**src/shared/sms_defs.vh**
```
// Timing and field constants for the SPI master select sequencer
`ifndef SMS_DEFS_VH
`define SMS_DEFS_VH

// System clock period in ps (250 MHz)
`define SMS_SYS_PERIOD_PS     4000
// Least select-to-clock time is 2P - 10 ns; in cycles, rounded up
`define SMS_SETUP_MARGIN_NS   10
`define SMS_SETUP_MIN_CYC     8'h02
// Longest ready-to-clock time is 3P + 15 ns; in cycles, rounded down
`define SMS_READY_MARGIN_NS   15
`define SMS_READY_MAX_CYC     8'h03
// Delay field width
`define SMS_DLY_W             5
// Serial half-period divider width
`define SMS_DIV_W             8
// Default serial half period in system cycles
`define SMS_HALF_DEF          8'h08

`endif

```
**src/rtl/sms_select_seq.v**
```verilog
// Chip-select and slave-ready sequencer for an SPI master port
`timescale 1ns/1ps
`default_nettype none
`include "sms_defs.vh"

module sms_select_seq (
    // Clock and reset
    input  wire                      sys_clk,
    input  wire                      reset_n,
    // Configuration
    input  wire                      clkPhase,
    input  wire                      clkPolarity,
    input  wire                      readyEnable,
    input  wire                      select_hold_en,
    input  wire [`SMS_DLY_W-1:0]     select_setup_delay,
    input  wire [`SMS_DLY_W-1:0]     select_hold_delay,
    input  wire [`SMS_DIV_W-1:0]     halfPeriod,
    input  wire [4:0]                bitCount,
    // Word request
    input  wire                      wordValid,
    output reg                       wordTaken,
    output reg                       wordDone,
    output reg                       busy,
    // Pins
    input  wire                      slave_ready_n,
    output reg                       slave_select_n,
    output reg                       serial_clk_pin
);

    // ---------------------------------------------------------------
    // States
    // ---------------------------------------------------------------
    localparam [2:0] ST_IDLE  = 3'd0;
    localparam [2:0] ST_SETUP = 3'd1;
    localparam [2:0] ST_WAIT  = 3'd2;
    localparam [2:0] ST_PHASE = 3'd3;
    localparam [2:0] ST_SHIFT = 3'd4;
    localparam [2:0] ST_TAIL  = 3'd5;
    localparam [2:0] ST_HOLD  = 3'd6;

    // ---------------------------------------------------------------
    // Timing constants
    // ---------------------------------------------------------------
    // Setup floor in system cycles; the delay field is added on top
    localparam [7:0] SETUP_MIN = `SMS_SETUP_MIN_CYC;

    // Counters and decoded timing
    reg  [2:0]  state_q;
    reg  [7:0]  cnt_q;
    reg  [5:0]  edges_q;
    reg         readySync;
    wire        readyLow;
    wire [7:0]  setupCyc;
    wire [7:0]  holdCyc;
    wire [7:0]  half;
    wire [5:0]  edgeTotal;

    // ---------------------------------------------------------------
    // Ready line crossing
    // ---------------------------------------------------------------
    // Ready answer path: pin, two flops, then the wait state
    wire readySyncW;
    sms_sync uReadySync (
        .sys_clk (sys_clk),
        .reset_n (reset_n),
        .asyncIn (slave_ready_n),
        .syncOut (readySyncW)
    );
    // Local copy of the synchronised ready level
    always @* readySync = readySyncW;

    // ---------------------------------------------------------------
    // Derived counts
    // ---------------------------------------------------------------
    // Ready counts only when the handshake option is on
    assign readyLow  = !readyEnable || !readySync;
    // Minimum setup plus programmed extension
    assign setupCyc  = SETUP_MIN + {3'b000, select_setup_delay};
    // Zero half period would load 255 and give 256-cycle halves, so clamp to one
    assign half      = (halfPeriod == 8'h00) ? 8'h01 : halfPeriod;
    assign holdCyc   = {3'b000, select_hold_delay};
    // Two edges per bit; 32 bits wrap to zero, and the down-count
    // through 63 still yields all 64 edges
    assign edgeTotal = {bitCount, 1'b0} + 6'd2;

    // ---------------------------------------------------------------
    // Sequencer
    // ---------------------------------------------------------------
    // One counter serves setup, half periods, tail and hold in turn
    always @(posedge sys_clk or negedge reset_n) begin
        if (!reset_n) begin
            // Select released, clock parked low
            state_q        <= ST_IDLE;
            cnt_q          <= 8'h00;
            edges_q        <= 6'd0;
            slave_select_n <= 1'b1;
            serial_clk_pin <= 1'b0;
            wordTaken      <= 1'b0;
            wordDone       <= 1'b0;
            busy           <= 1'b0;
        end else begin
            wordTaken <= 1'b0;
            wordDone  <= 1'b0;
            case (state_q)
                ST_IDLE: begin
                    // Park the clock first: a new idle level must not land
                    // on the select edge, so the word waits one cycle for it
                    serial_clk_pin <= clkPolarity;
                    busy           <= 1'b0;
                    if (wordValid && (serial_clk_pin == clkPolarity)) begin
                        wordTaken <= 1'b1;
                        busy      <= 1'b1;
                        if (slave_select_n) begin
                            // Fresh select: run the full setup count
                            slave_select_n <= 1'b0;
                            cnt_q          <= setupCyc - 8'd1;
                            state_q        <= ST_SETUP;
                        end else begin
                            // Select already held from previous word
                            cnt_q   <= 8'h00;
                            state_q <= ST_WAIT;
                        end
                    end
                end
                ST_SETUP: begin
                    // Count select-to-clock setup time
                    if (cnt_q == 8'h00) begin
                        state_q <= ST_WAIT;
                    end else begin
                        cnt_q <= cnt_q - 8'd1;
                    end
                end
                ST_WAIT: begin
                    // Clock held off while slave is not ready
                    if (readyLow) begin
                        // Load the first half period and the edge budget
                        cnt_q   <= half - 8'd1;
                        edges_q <= edgeTotal;
                        state_q <= clkPhase ? ST_PHASE : ST_SHIFT;
                        // Phase 0 makes its first edge now
                        if (!clkPhase) begin
                            serial_clk_pin <= ~serial_clk_pin;
                            edges_q        <= edgeTotal - 6'd1;
                        end
                    end
                end
                ST_PHASE: begin
                    // Phase 1 adds a half period before the first edge
                    if (cnt_q == 8'h00) begin
                        serial_clk_pin <= ~serial_clk_pin;
                        edges_q        <= edges_q - 6'd1;
                        cnt_q          <= half - 8'd1;
                        state_q        <= ST_SHIFT;
                    end else begin
                        cnt_q <= cnt_q - 8'd1;
                    end
                end
                ST_SHIFT: begin
                    // Toggle every half period until the edge budget is spent
                    if (cnt_q == 8'h00) begin
                        if (edges_q == 6'd0) begin
                            // Last edge is half a period old here
                            if (clkPhase) begin
                                // Phase 1 may release at once
                                cnt_q   <= holdCyc;
                                state_q <= ST_HOLD;
                            end else begin
                                // Phase 0 waits a further half period
                                cnt_q   <= half - 8'd1;
                                state_q <= ST_TAIL;
                            end
                        end else begin
                            serial_clk_pin <= ~serial_clk_pin;
                            edges_q        <= edges_q - 6'd1;
                            cnt_q          <= half - 8'd1;
                        end
                    end else begin
                        cnt_q <= cnt_q - 8'd1;
                    end
                end
                ST_TAIL: begin
                    // Phase 0 tail before the hold count
                    if (cnt_q == 8'h00) begin
                        cnt_q   <= holdCyc;
                        state_q <= ST_HOLD;
                    end else begin
                        cnt_q <= cnt_q - 8'd1;
                    end
                end
                ST_HOLD: begin
                    // Programmed hold, then release or keep select
                    if (cnt_q == 8'h00) begin
                        wordDone <= 1'b1;
                        state_q  <= ST_IDLE;
                        // Keep select low only when more data is queued
                        if (!(select_hold_en && wordValid)) begin
                            slave_select_n <= 1'b1;
                        end
                    end else begin
                        cnt_q <= cnt_q - 8'd1;
                    end
                end
                default: begin
                    // Unused codes fall back to idle
                    state_q <= ST_IDLE;
                end
            endcase
        end
    end

endmodule // sms_select_seq

`default_nettype wire

```
**src/rtl/sms_sync.v**
```verilog
// Two-flop synchroniser for one asynchronous level
`timescale 1ns/1ps
`default_nettype none

module sms_sync (
    // Clock and reset
    input  wire sys_clk,
    input  wire reset_n,
    // Level in and out
    input  wire asyncIn,
    output reg  syncOut
);

    reg meta_q;

    // First flop feeds only the second
    always @(posedge sys_clk or negedge reset_n) begin
        if (!reset_n) begin
            meta_q  <= 1'b1;
            syncOut <= 1'b1;
        end else begin
            meta_q  <= asyncIn;
            syncOut <= meta_q;
        end
    end

endmodule // sms_sync

`default_nettype wire

```
**config.mk**
```make
export PLATFORM = sky130hd
export DESIGN_NAME = sms_select_seq
export DESIGN_NICKNAME = d
export VERILOG_FILES = /design/src/rtl/sms_select_seq.v /design/src/rtl/sms_sync.v
export VERILOG_INCLUDE_DIRS = /design/src /design/src/shared
export SDC_FILE = /design/constraint.sdc
export NUM_CORES = 1
export LEC_CHECK = 0
export ABC_AREA = 1
export BUFFER_PORTS_ARGS = -buffer_cell sky130_fd_sc_hd__buf_2
export CAP_MARGIN = 20
export CORE_UTILIZATION = 61
export DETAILED_ROUTE_END_ITERATION = 7
export PLACE_DENSITY = 0.88
export REMOVE_ABC_BUFFERS = 1
export SKIP_CTS_REPAIR_TIMING = 1
export SLEW_MARGIN = 20
export SYNTH_ARGS = -nofsm -noshare
export SYNTH_HDL_FRONTEND = slang
export SYNTH_SLANG_ARGS = --single-unit
```
**constraint.sdc**
```tcl
create_clock -name sys_clk -period 2.6 [get_ports sys_clk]
set_input_delay 0.39 -clock sys_clk [delete_from_list [all_inputs] [get_ports sys_clk]]
set_output_delay 0.39 -clock sys_clk [all_outputs]
set_load 0.005 [all_outputs]
```
# Yosys cells after proc, flatten, opt, wreduce, memory -nomap -nowiden
# Cells that the tools add are included.
# totals
mem_count,0
register_bits,24
ram_bits,0
mem_bits_ro,0
input_bits,31
output_inout_bits,5
latchBits,0
# classes
mux,43
addsub,7
n_div,0
reduce_logical,19
bitwise,1
mul,0
shifts,0
eq_ne,19
n_lt_le_gt_ge,0
# op_table
cell,n
8-bit two-way mux,10
8-bit one-hot mux with 6 select lines,1
6-bit two-way mux,5
3-bit two-way mux,9
2-bit inequality test (second input constant),12
3-bit one-hot mux with 7 select lines,1
6-bit one-hot mux with 3 select lines,1
8-bit zero test,2
8-bit by 1-bit subtractor with 8-bit output (second input constant),2
1-bit two-way mux,12
6-bit by 1-bit subtractor with 6-bit output (second input constant),2
3-bit equality test (second input constant),3
4-bit AND reduction,2
8-bit AND reduction,1
6-bit by 1-bit subtractor with 7-bit output (second input constant),1
2-bit by 5-bit adder with 6-bit output (first input constant),1
6-bit by 2-bit adder with 6-bit output (second input constant),1
3-bit by 2-bit equality test with 1-bit output (second input constant),2
6-bit zero test,1
6-bit AND reduction,1
6-bit nonzero test,1
5-bit AND reduction,1
2-bit two-way mux,2
1-bit one-hot mux with 4 select lines,1
12 further kinds,14

# Longest topological paths before layout
# Gate-level depths: netlist of the first run.
# depth
ltp_word,7
depth_mapped,13
mapped_depth_nobuf,13

# By module
# A second synthesis of the first run with hierarchy kept.
# unflattened
cells_unflattened,329
hier_area_um2,2079.5
# modules_own_cells
module,cells_each,seq_area_each_um2,instances,area_each_um2
sms_select_seq,327,551.8,1,2026.9
sms_sync,2,52.6,1,52.6

# Worst setup path before layout of the first run
# OpenSTA, ideal clock, no wires.
# synth_timing
path_type,register to register
start,register cnt_q[0]
end,register cnt_q[3]
stages_incl_launch_ff,13
t_required_ns,2.484
path_slack_ns,0.943
arrival_ns,1.541
synth_period_minus_slack_ns,1.657
path_buffers,1
path_cell_list,dfrtp_1 > inv_1 > ha_1 > nand2_1 > nor2_1 > nand2_2 > inv_2 > nand2_1 > nand4_2 > buf_4 > nor2_1 > nand2_1 > nand2_1
# synth_via
elab_chain_cells,3
# synth_lines
item,line_no,source
from (decl),sms_select_seq.v:49,reg [7:0] cnt_q;
from (signal assigned),sms_select_seq.v:116,cnt_q <= setupCyc - 8'd1;
from (signal assigned),sms_select_seq.v:130,cnt_q <= cnt_q - 8'd1;
from (signal assigned),sms_select_seq.v:137,cnt_q <= half - 8'd1;
8-bit by 1-bit subtractor with 8-bit output / 8-bit zero test (equally long branches),n/a,
"8-bit two-way mux, or another cell as far along","sms_select_seq.v:127, sms_select_seq.v:192",
8-bit one-hot mux with 6 select lines / 4-bit AND reduction (equally long branches),n/a,
# Parallel ways exist; a longest one is shown, timed or not. The select of a mux whose other input is x is not followed.
# A chain may end at the register's enable or synchronous reset.

# Worst setup path in the final report of the first run
# layout_timing
start,register cnt_q[0]
end,register cnt_q[5]
# The elaborated chain is that of the path after synthesis.

==> results of run 1 <==
[kinds of logic after synthesis]
| logic type | after synthesis |
|---|---|
| AOI/OAI and AO/OA | 45 |
| xor gates and xnor gates | 14 |
| adders and majority gates | 5 |
| buffers and inverters | 47 |
| DFF | 24 |
| and+or+nand+nor | 188 |
[cells in the final DEF, fill, tap and decap left out]
master / instances
o21ai_0: 12
o22ai_1: 1
o21ai_4: 1
nand4_2: 1
o211ai_1: 2
or2_2: 2
nand4_1: 2
nand3b_1: 1
xnor2_1: 1
clkbuf_4: 3
nand2_1: 96
dfstp_2: 3
o221ai_1: 1
nor2_1: 34
inv_2: 8
ha_1: 5
nand2_2: 6
buf_2: 35
or2_1: 1
a221oi_1: 1
inv_1: 36
nor2_4: 3
o21a_1: 1
nor3_1: 4
xor2_1: 13
o21ai_1: 10
a21oi_2: 1
nand3_2: 2
o31ai_1: 1
clkbuf_8: 1
nand2b_1: 1
nand3_1: 31
a21oi_1: 14
nor2_2: 4
dfrtp_1: 21
[stage by stage]
step	hold slack, ns	area, µm²	util [%]	worst slack, ns	power, mW
global route	0.06372	2317	73.49	0.4772	0.7011
CTS	0.04656	2317	73.49	0.7354	0.6727
global placement	0.3459	2281	72.34	0.7373	0.4740
floorplan	0.09441	2051	-	0.9675	0.4299
detailed placement	0.3470	2281	72.34	0.7159	0.4763
finish	0.03223	2317	73.49	0.7033	0.6735
[worst max-delay path, cell delays in order (launching register included)]
cell and delay [ns]:
dfrtp_1 0.38, inv_1 0.08, ha_1 0.22, nand2_1 0.10, nor2_1 0.07, nand2_2 0.13
inv_2 0.10, nand2_1 0.11, nand4_2 0.28, a21oi_1 0.25, nand2_1 0.07, nand2_1 0.05
[metal layers]
metal / share of wire, % / vias to the layer above / wire, µm
met5: 0 / - / 0
met4: 1.5 / 0 / 72
met3: 4.7 / 9 / 226
met2: 48 / 76 / 2266
met1: 46 / 941 / 2195
li1: - / 1105 / -
[power breakdown]
part	total (mW)	internal (mW)	switching (mW)
registers	0.380	0.378	0.00192
clock network	0.204	0.0856	0.118
logic	0.0904	0.0374	0.0530
total	0.674	0.501	0.173
[final cells by class]
type	instances	area, µm²
Multi-Input combinational cell	252	1281
Fill cell	286	835.8
Sequential cell	24	604.3
Timing Repair Buffer	35	175.2
Inverter	44	165.2
Tap cell	44	55.05
Clock buffer	4	36.28
[worst paths after layout]
| path | startpoint | end | slack, ns | cells past startpoint |
|---|---|---|---|---|
| setup / recovery | cnt_q[0] | cnt_q[5] | 0.70 | 11 |
| setup reg to reg | cnt_q[0] | cnt_q[5] | 0.70 | 11 |
| max in group asynchronous | reset_n | slave_select_n | 2.19 | 1 |
| min in group sys_clk | slave_ready_n | uReadySync.meta_q | 0.15 | 1 |
| hold reg to reg | uReadySync.meta_q | uReadySync.syncOut | 0.37 | 0 |
| hold / removal | reset_n | edges_q[2] | 0.03 | 1 |
==> out/qor.csv, run 1 <==
stage,metric,value,unit
sta,relSlewSlack,63.08,%
global_route,use_met3,2.772,%
logic_synthesis,synth_compound_area_share,12.47,%
clock_tree,clk_pin_slew,0.14,ns
global_route,grt_overflow_total,0,
placement,gp_congestion,0.9175,
global_route,antenna_found_initial,0,
floorplan,initial_core_util,65.87,%
floorplan,fp.dieH,60.35,µm
drt,drtAntennaViolNets,0,
logic_synthesis,synthMuxAreaShare,0,%
finish,reg_top3,"cnt_q (8), edges_q (6), state_q (3)",
logic_synthesis,synth-edff-count,0,
logic_synthesis,synthesis.instances,323,
clock_tree,h-tree-depth,1,
sta,min_period,1.897,ns
worst_setup_path,end_kind,flip-flop,
logic_synthesis,synth_area_per_cell,6.430,µm²
logic_synthesis,yosysWarnings,0,
logic_synthesis,synth_simple_gate_area_share,40.30,%
worst_setup_path,path_max_fanout,12,
sta,finalSetupViolCount,0,
logic_synthesis,yosysTopAreaCellShare,25.30,%
drt,drt-vias-per-instance,5.288,
drt,first_iter_violations,149,
sta,min_period_over_period,72.95,%
finish,drive_gt1_share,19.50,%
placement,hpwl,3.793,mm
sta,tightest_slew,0.5538,ns
logic_synthesis,synthAdderAreaFrac,3.012,%
logic_synthesis,yosysSeqAreaShare,29.10,%
drt,drcViolationCount,0,
global_route,gr-usage-all-layers,29.25,%
clock_tree,clock_sinks,24,
sta,grt_setup_unrepaired,no,
power,ir_drop,0.2251,mV
sta,tns,0,ns
hold_path,hp-class,input pin to asynchronous set/reset pin,
worst_setup_path,required,2.87,ns
clock_tree,cts_buffers,3,
global_route,grt_pass1_vias,1934,
sta,max_freq,0.5272,GHz
drt,vias,2131,
floorplan,coreArea,3153,µm²
logic_synthesis,ys_top_cells_by_count,"nand2_1, inv_1, nor2_1",
clock_tree,clock_tree.buffer_depth,2,
worst_setup_path,timing_worst_setup_path_type,flip-flop to flip-flop,
finish,largest_register_ffs,8,
power,powerDensity,290.7,nW/µm²
finish,top_register,cnt_q,
floorplan,ioPinCount,36,
logic_synthesis,synth_seq_cells,24,
finish,fin_nets,396,
logic_synthesis,ys_top_cells_by_area,"dfrtp_1, nand2_1, nand3_1",
status,status,completed,
finish,area_growth,11.57,%
logic_synthesis,synth-main-ff-cell,dfrtp_1,
finish,insertedDiodeCount,0,
logic_synthesis,synth_cell_type_count,34,
global_route,busiest_layer,met2,
global_route,use_met2,49.45,%
finish,final_cells,403,
global_route,grt_max_degree,25,
drt,routedWlPerCell,11.81,µm
clock_tree,cts_root_buf,clkbuf_4,
drt,drt-pass1-iter-count,4,
worst_setup_path,start_kind,flip-flop,
logic_synthesis,synth-xor-area-share,5.904,%
placement,port_buffers,35,
logic_synthesis,syn-cell-area,2077,µm²
worst_setup_path,arrival,2.16,ns
logic_synthesis,synth_area_leader_cell,dfrtp_1,
clock_tree,cts_tree,built,
sta,fin_worst_skew,0.006689,ns
global_route,grt_pass1_wl,8.073,mm
logic_synthesis,synth_top_family_by_area,simple AND/OR/NAND/NOR gates,
drt,routed_wl,4.761,mm
floorplan,dieArea,3642,µm²
sta,report.final.slew_viol_count,0,
clock_tree,worstSkewPairLatency,0.32,ns
logic_synthesis,yosysMostFrequentCell,nand2_1,
flow_run,cap_violations,0,
floorplan,die_x,60.35,µm
floorplan,rows,20,
placement,dp_cells,399,
power,leakagePower,1.237,nW
sta,hold_violations,0,
global_route,grt_util_met1,39.49,%
logic_synthesis,synth-async-reset-ratio,100.0,%
Power figures use the tool's default switching activity.
==> run 2, diff against run 1 <==
- ABC_AREA: 1 -> 0
- CORE_UTILIZATION: 61 -> 51
- PLACE_DENSITY: 0.88 -> 0.79
- clock period: 2.6 -> 1.55 ns (I/O delays scaled with it)
==> out/qor.csv, run 2 <==
stage,metric,value,unit,change
clock_tree,worstSkewPairLatency,0.28,ns,was 0.32 ns
floorplan,coreArea,3716,µm²,was 3153 µm²
worst_setup_path,start_kind,flip-flop,,unchanged
logic_synthesis,synth-main-ff-cell,dfrtp_1,,unchanged
status,violations,negative setup slack,,
worst_setup_path,end_kind,flip-flop,,unchanged
sta,report.final.slew_viol_count,0,,unchanged
global_route,grt_pass1_vias,2086,,was 1934
worst_setup_path,arrival,2.54,ns,was 2.16 ns
finish,fin_nets,394,,was 396
finish,drive_gt1_share,42.02,%,was 19.50%
logic_synthesis,synth_seq_cells,24,,unchanged
finish,area_growth,50.09,%,was 11.57%
sta,hold_slack,0.03931,ns,was 0.03223 ns
drt,drcViolationCount,0,,unchanged
finish,multi_input_area,1501,µm²,was 1281 µm²
finish,regArea,604.3,µm²,unchanged
power,leakagePower,1.358,nW,was 1.237 nW
hold_path,hold_depth,1,,
clock_tree,clock_sinks,24,,unchanged
hold_path,hp-class,input pin to flip-flop,,was input pin to asynchronous set/reset pin
sta,finalSetupViolCount,20,,was 0
drt,first_iter_violations,234,,was 149
floorplan,fp.dieH,64.79,µm,was 60.35 µm
placement,port_buffers,35,,unchanged
global_route,grt_max_degree,25,,unchanged
placement,gp_congestion,0.9340,,was 0.9175
floorplan,ioPinCount,36,,unchanged
clock_tree,cts_buffers,3,,unchanged
worst_setup_path,path_max_fanout,4,,was 12
drt,drt-pass1-iter-count,5,,was 4
logic_synthesis,synth-edff-count,0,,unchanged
logic_synthesis,synthesis.instances,253,,was 323
logic_synthesis,yosysMostFrequentCell,nand2_1,,unchanged
floorplan,rows,22,,was 20
finish,layout.core_utilization,81.21,%,was 73.49%
logic_synthesis,ys_top_cells_by_count,"nand2_1, nor2_1, dfrtp_1",,"was nand2_1, inv_1, nor2_1"
finish,layout_commonest_cell,buf_4,,was nand2_1
logic_synthesis,synth_area_leader_cell,dfrtp_1,,unchanged
sta,min_period_over_period,152.1,%,was 72.95%
finish,top_register,cnt_q,,unchanged
clock_tree,clock_tree.buffer_depth,2,,unchanged
logic_synthesis,syn-cell-area,2011,µm²,was 2077 µm²
logic_synthesis,yosysSeqAreaShare,30.06,%,was 29.10%
worst_setup_path,r2r_cells,6,,was 11
finish,reg_top3,"cnt_q (8), edges_q (6), state_q (3)",,unchanged
finish,insertedDiodeCount,0,,unchanged
floorplan,dieArea,4198,µm²,was 3642 µm²
sta,tns,-12.68,ns,was 0 ns
logic_synthesis,synth-async-reset-ratio,100.0,%,unchanged
sta,fin_ws,-0.8072,ns,was 0.7033 ns
worst_setup_path,worst_setup_path_startpoint,cnt_q[3],,was cnt_q[0]
global_route,grt_overflow_total,0,,unchanged
logic_synthesis,ys_top_cells_by_area,"dfrtp_1, nand2_1, nor2_1",,"was dfrtp_1, nand2_1, nand3_1"
worst_setup_path,r2r_start,cnt_q[3],,was cnt_q[0]
logic_synthesis,synth_area_per_cell,7.947,µm²,was 6.430 µm²
clock_tree,cts_tree,built,,unchanged
drt,vias,2471,,was 2131
worst_setup_path,required,1.73,ns,was 2.87 ns
sta,hold_violations,0,,unchanged
finish,largest_register_ffs,8,,unchanged
logic_synthesis,synth_cell_type_count,58,,was 34
finish,final_cell_mix,"buf_4, buf_2, nand2_1",,"was nand2_1, inv_1, buf_2"
drt,drtAntennaViolNets,0,,unchanged
finish,fillers,234,,was 286
sta,tightest_slew,0.5571,ns,was 0.5538 ns
logic_synthesis,yosysTopAreaCellShare,26.14,%,was 25.30%
sta,grt_setup_unrepaired,yes,,was no
global_route,gr-usage-all-layers,28.53,%,was 29.25%
hold_path,min-delay-start,slave_ready_n,,
power,powerDensity,1289,nW/µm²,was 290.7 nW/µm²
global_route,antenna_found_initial,0,,unchanged
clock_tree,cts_root_buf,clkbuf_8,,was clkbuf_4
floorplan,die_x,64.79,µm,was 60.35 µm
status,status,"complete, but fails checks",,was completed
power,ir_drop,0.8255,mV,was 0.2251 mV
sta,min_period,2.357,ns,was 1.897 ns
drt,routedWlPerCell,17.90,µm,was 11.81 µm
worst_setup_path,timing_worst_setup_path_type,flip-flop to flip-flop,,unchanged
flow_run,cap_violations,0,,unchanged
drt,routed_wl,7.250,mm,was 4.761 mm
clock_tree,h-tree-depth,1,,unchanged
floorplan,initial_core_util,54.11,%,was 65.87%
sta,max_freq,0.4242,GHz,was 0.5272 GHz
logic_synthesis,yosysWarnings,0,,unchanged
sta,relSlewSlack,62.86,%,was 63.08%
sta,fin_worst_skew,0.002969,ns,was 0.006689 ns
placement,hpwl,4.461,mm,was 3.793 mm
global_route,grt_pass1_wl,9.390,mm,was 8.073 mm
drt,drt-vias-per-instance,6.101,,was 5.288
clock_tree,clk_pin_slew,0.09,ns,was 0.14 ns
run 2: changes by cell type in the layout (fill, tap and decap cells not counted), moves of 6 or more:
cell,previous run,this run
buf_4,0,69
inv_2,8,0
nand2_2,6,0
nor2_1,34,25
nand3_1,31,5
inv_1,36,10
nand2_1,96,31
xnor2_1,1,7
xor2_1,13,7
run 2: cell type report:
type	count	share of cell area, %
Tap cell	48	1.990
Timing Repair Buffer	110	25.17
Multi-Input combinational cell	209	49.75
Inverter	10	1.244
Sequential cell	24	20.02
Clock buffer	4	1.824
run 2: worst paths after layout:
path                                       to  slack [ns]
max                            serial_clk_pin       -0.81
min                         uReadySync.meta_q        0.04
max reg2reg                    serial_clk_pin       -0.81
min reg2reg                uReadySync.syncOut        0.36
max in group asynchronous      slave_select_n        0.71
min in group asynchronous          edges_q[3]        0.46
run 2: worst max-delay path, cell delays in order (launching register included):
cell and delay [ns]:
dfrtp_1 0.38, or4_4 0.58, nor3_2 0.25, nand2_1 0.15, a2111oi_4 0.37, mux2_4 0.34, a31o_1 0.18
run 2: through the flow:
stage	power (mW)	cells	cell area (µm²)	setup WS, ns
6_report	3.890	405	3018	-0.8072
5_1_grt	4.110	405	3018	-0.8721
4_1_cts	3.510	398	2769	-0.8818
3_5_place_dp	3.051	394	2714	-0.8579
3_3_place_gp	2.948	394	2714	-0.8211
2_1_floorplan	2.074	242	1961	-0.8365
run 2: logic make-up (layout without fill, tap and decap cells):
group | Yosys count | in the layout | synth area share [%]
buf+inv | 21 | 124 | 4.356
mux | 5 | 5 | 2.551
simple gates | 114 | 114 | 29.25
flops | 24 | 24 | 30.06
fa+ha+maj | 5 | 5 | 3.111
xor+xnor | 14 | 14 | 6.098
compound gates | 70 | 71 | 24.58
run 2: layer usage:
layer  GRT usage (%)  routed length [µm]  up-vias  share of wire, %
li1                -                   -     1137                 -
met1           37.95                2989     1199                41
met2           49.09                3610      107                50
met3           4.225                 401       28               5.5
met4           4.722                 249        0               3.4
met5               0                   0        -                 0
run 2: report_power, final:
| group | leakage, nW | switching, mW | total, mW | internal (mW) |
|---|---|---|---|---|
| Sequential | 0.287 | 0.190 | 1.06 | 0.871 |
| Combinational | 1.04 | 1.21 | 2.38 | 1.17 |
| Clock | 0.0288 | 0.224 | 0.452 | 0.228 |
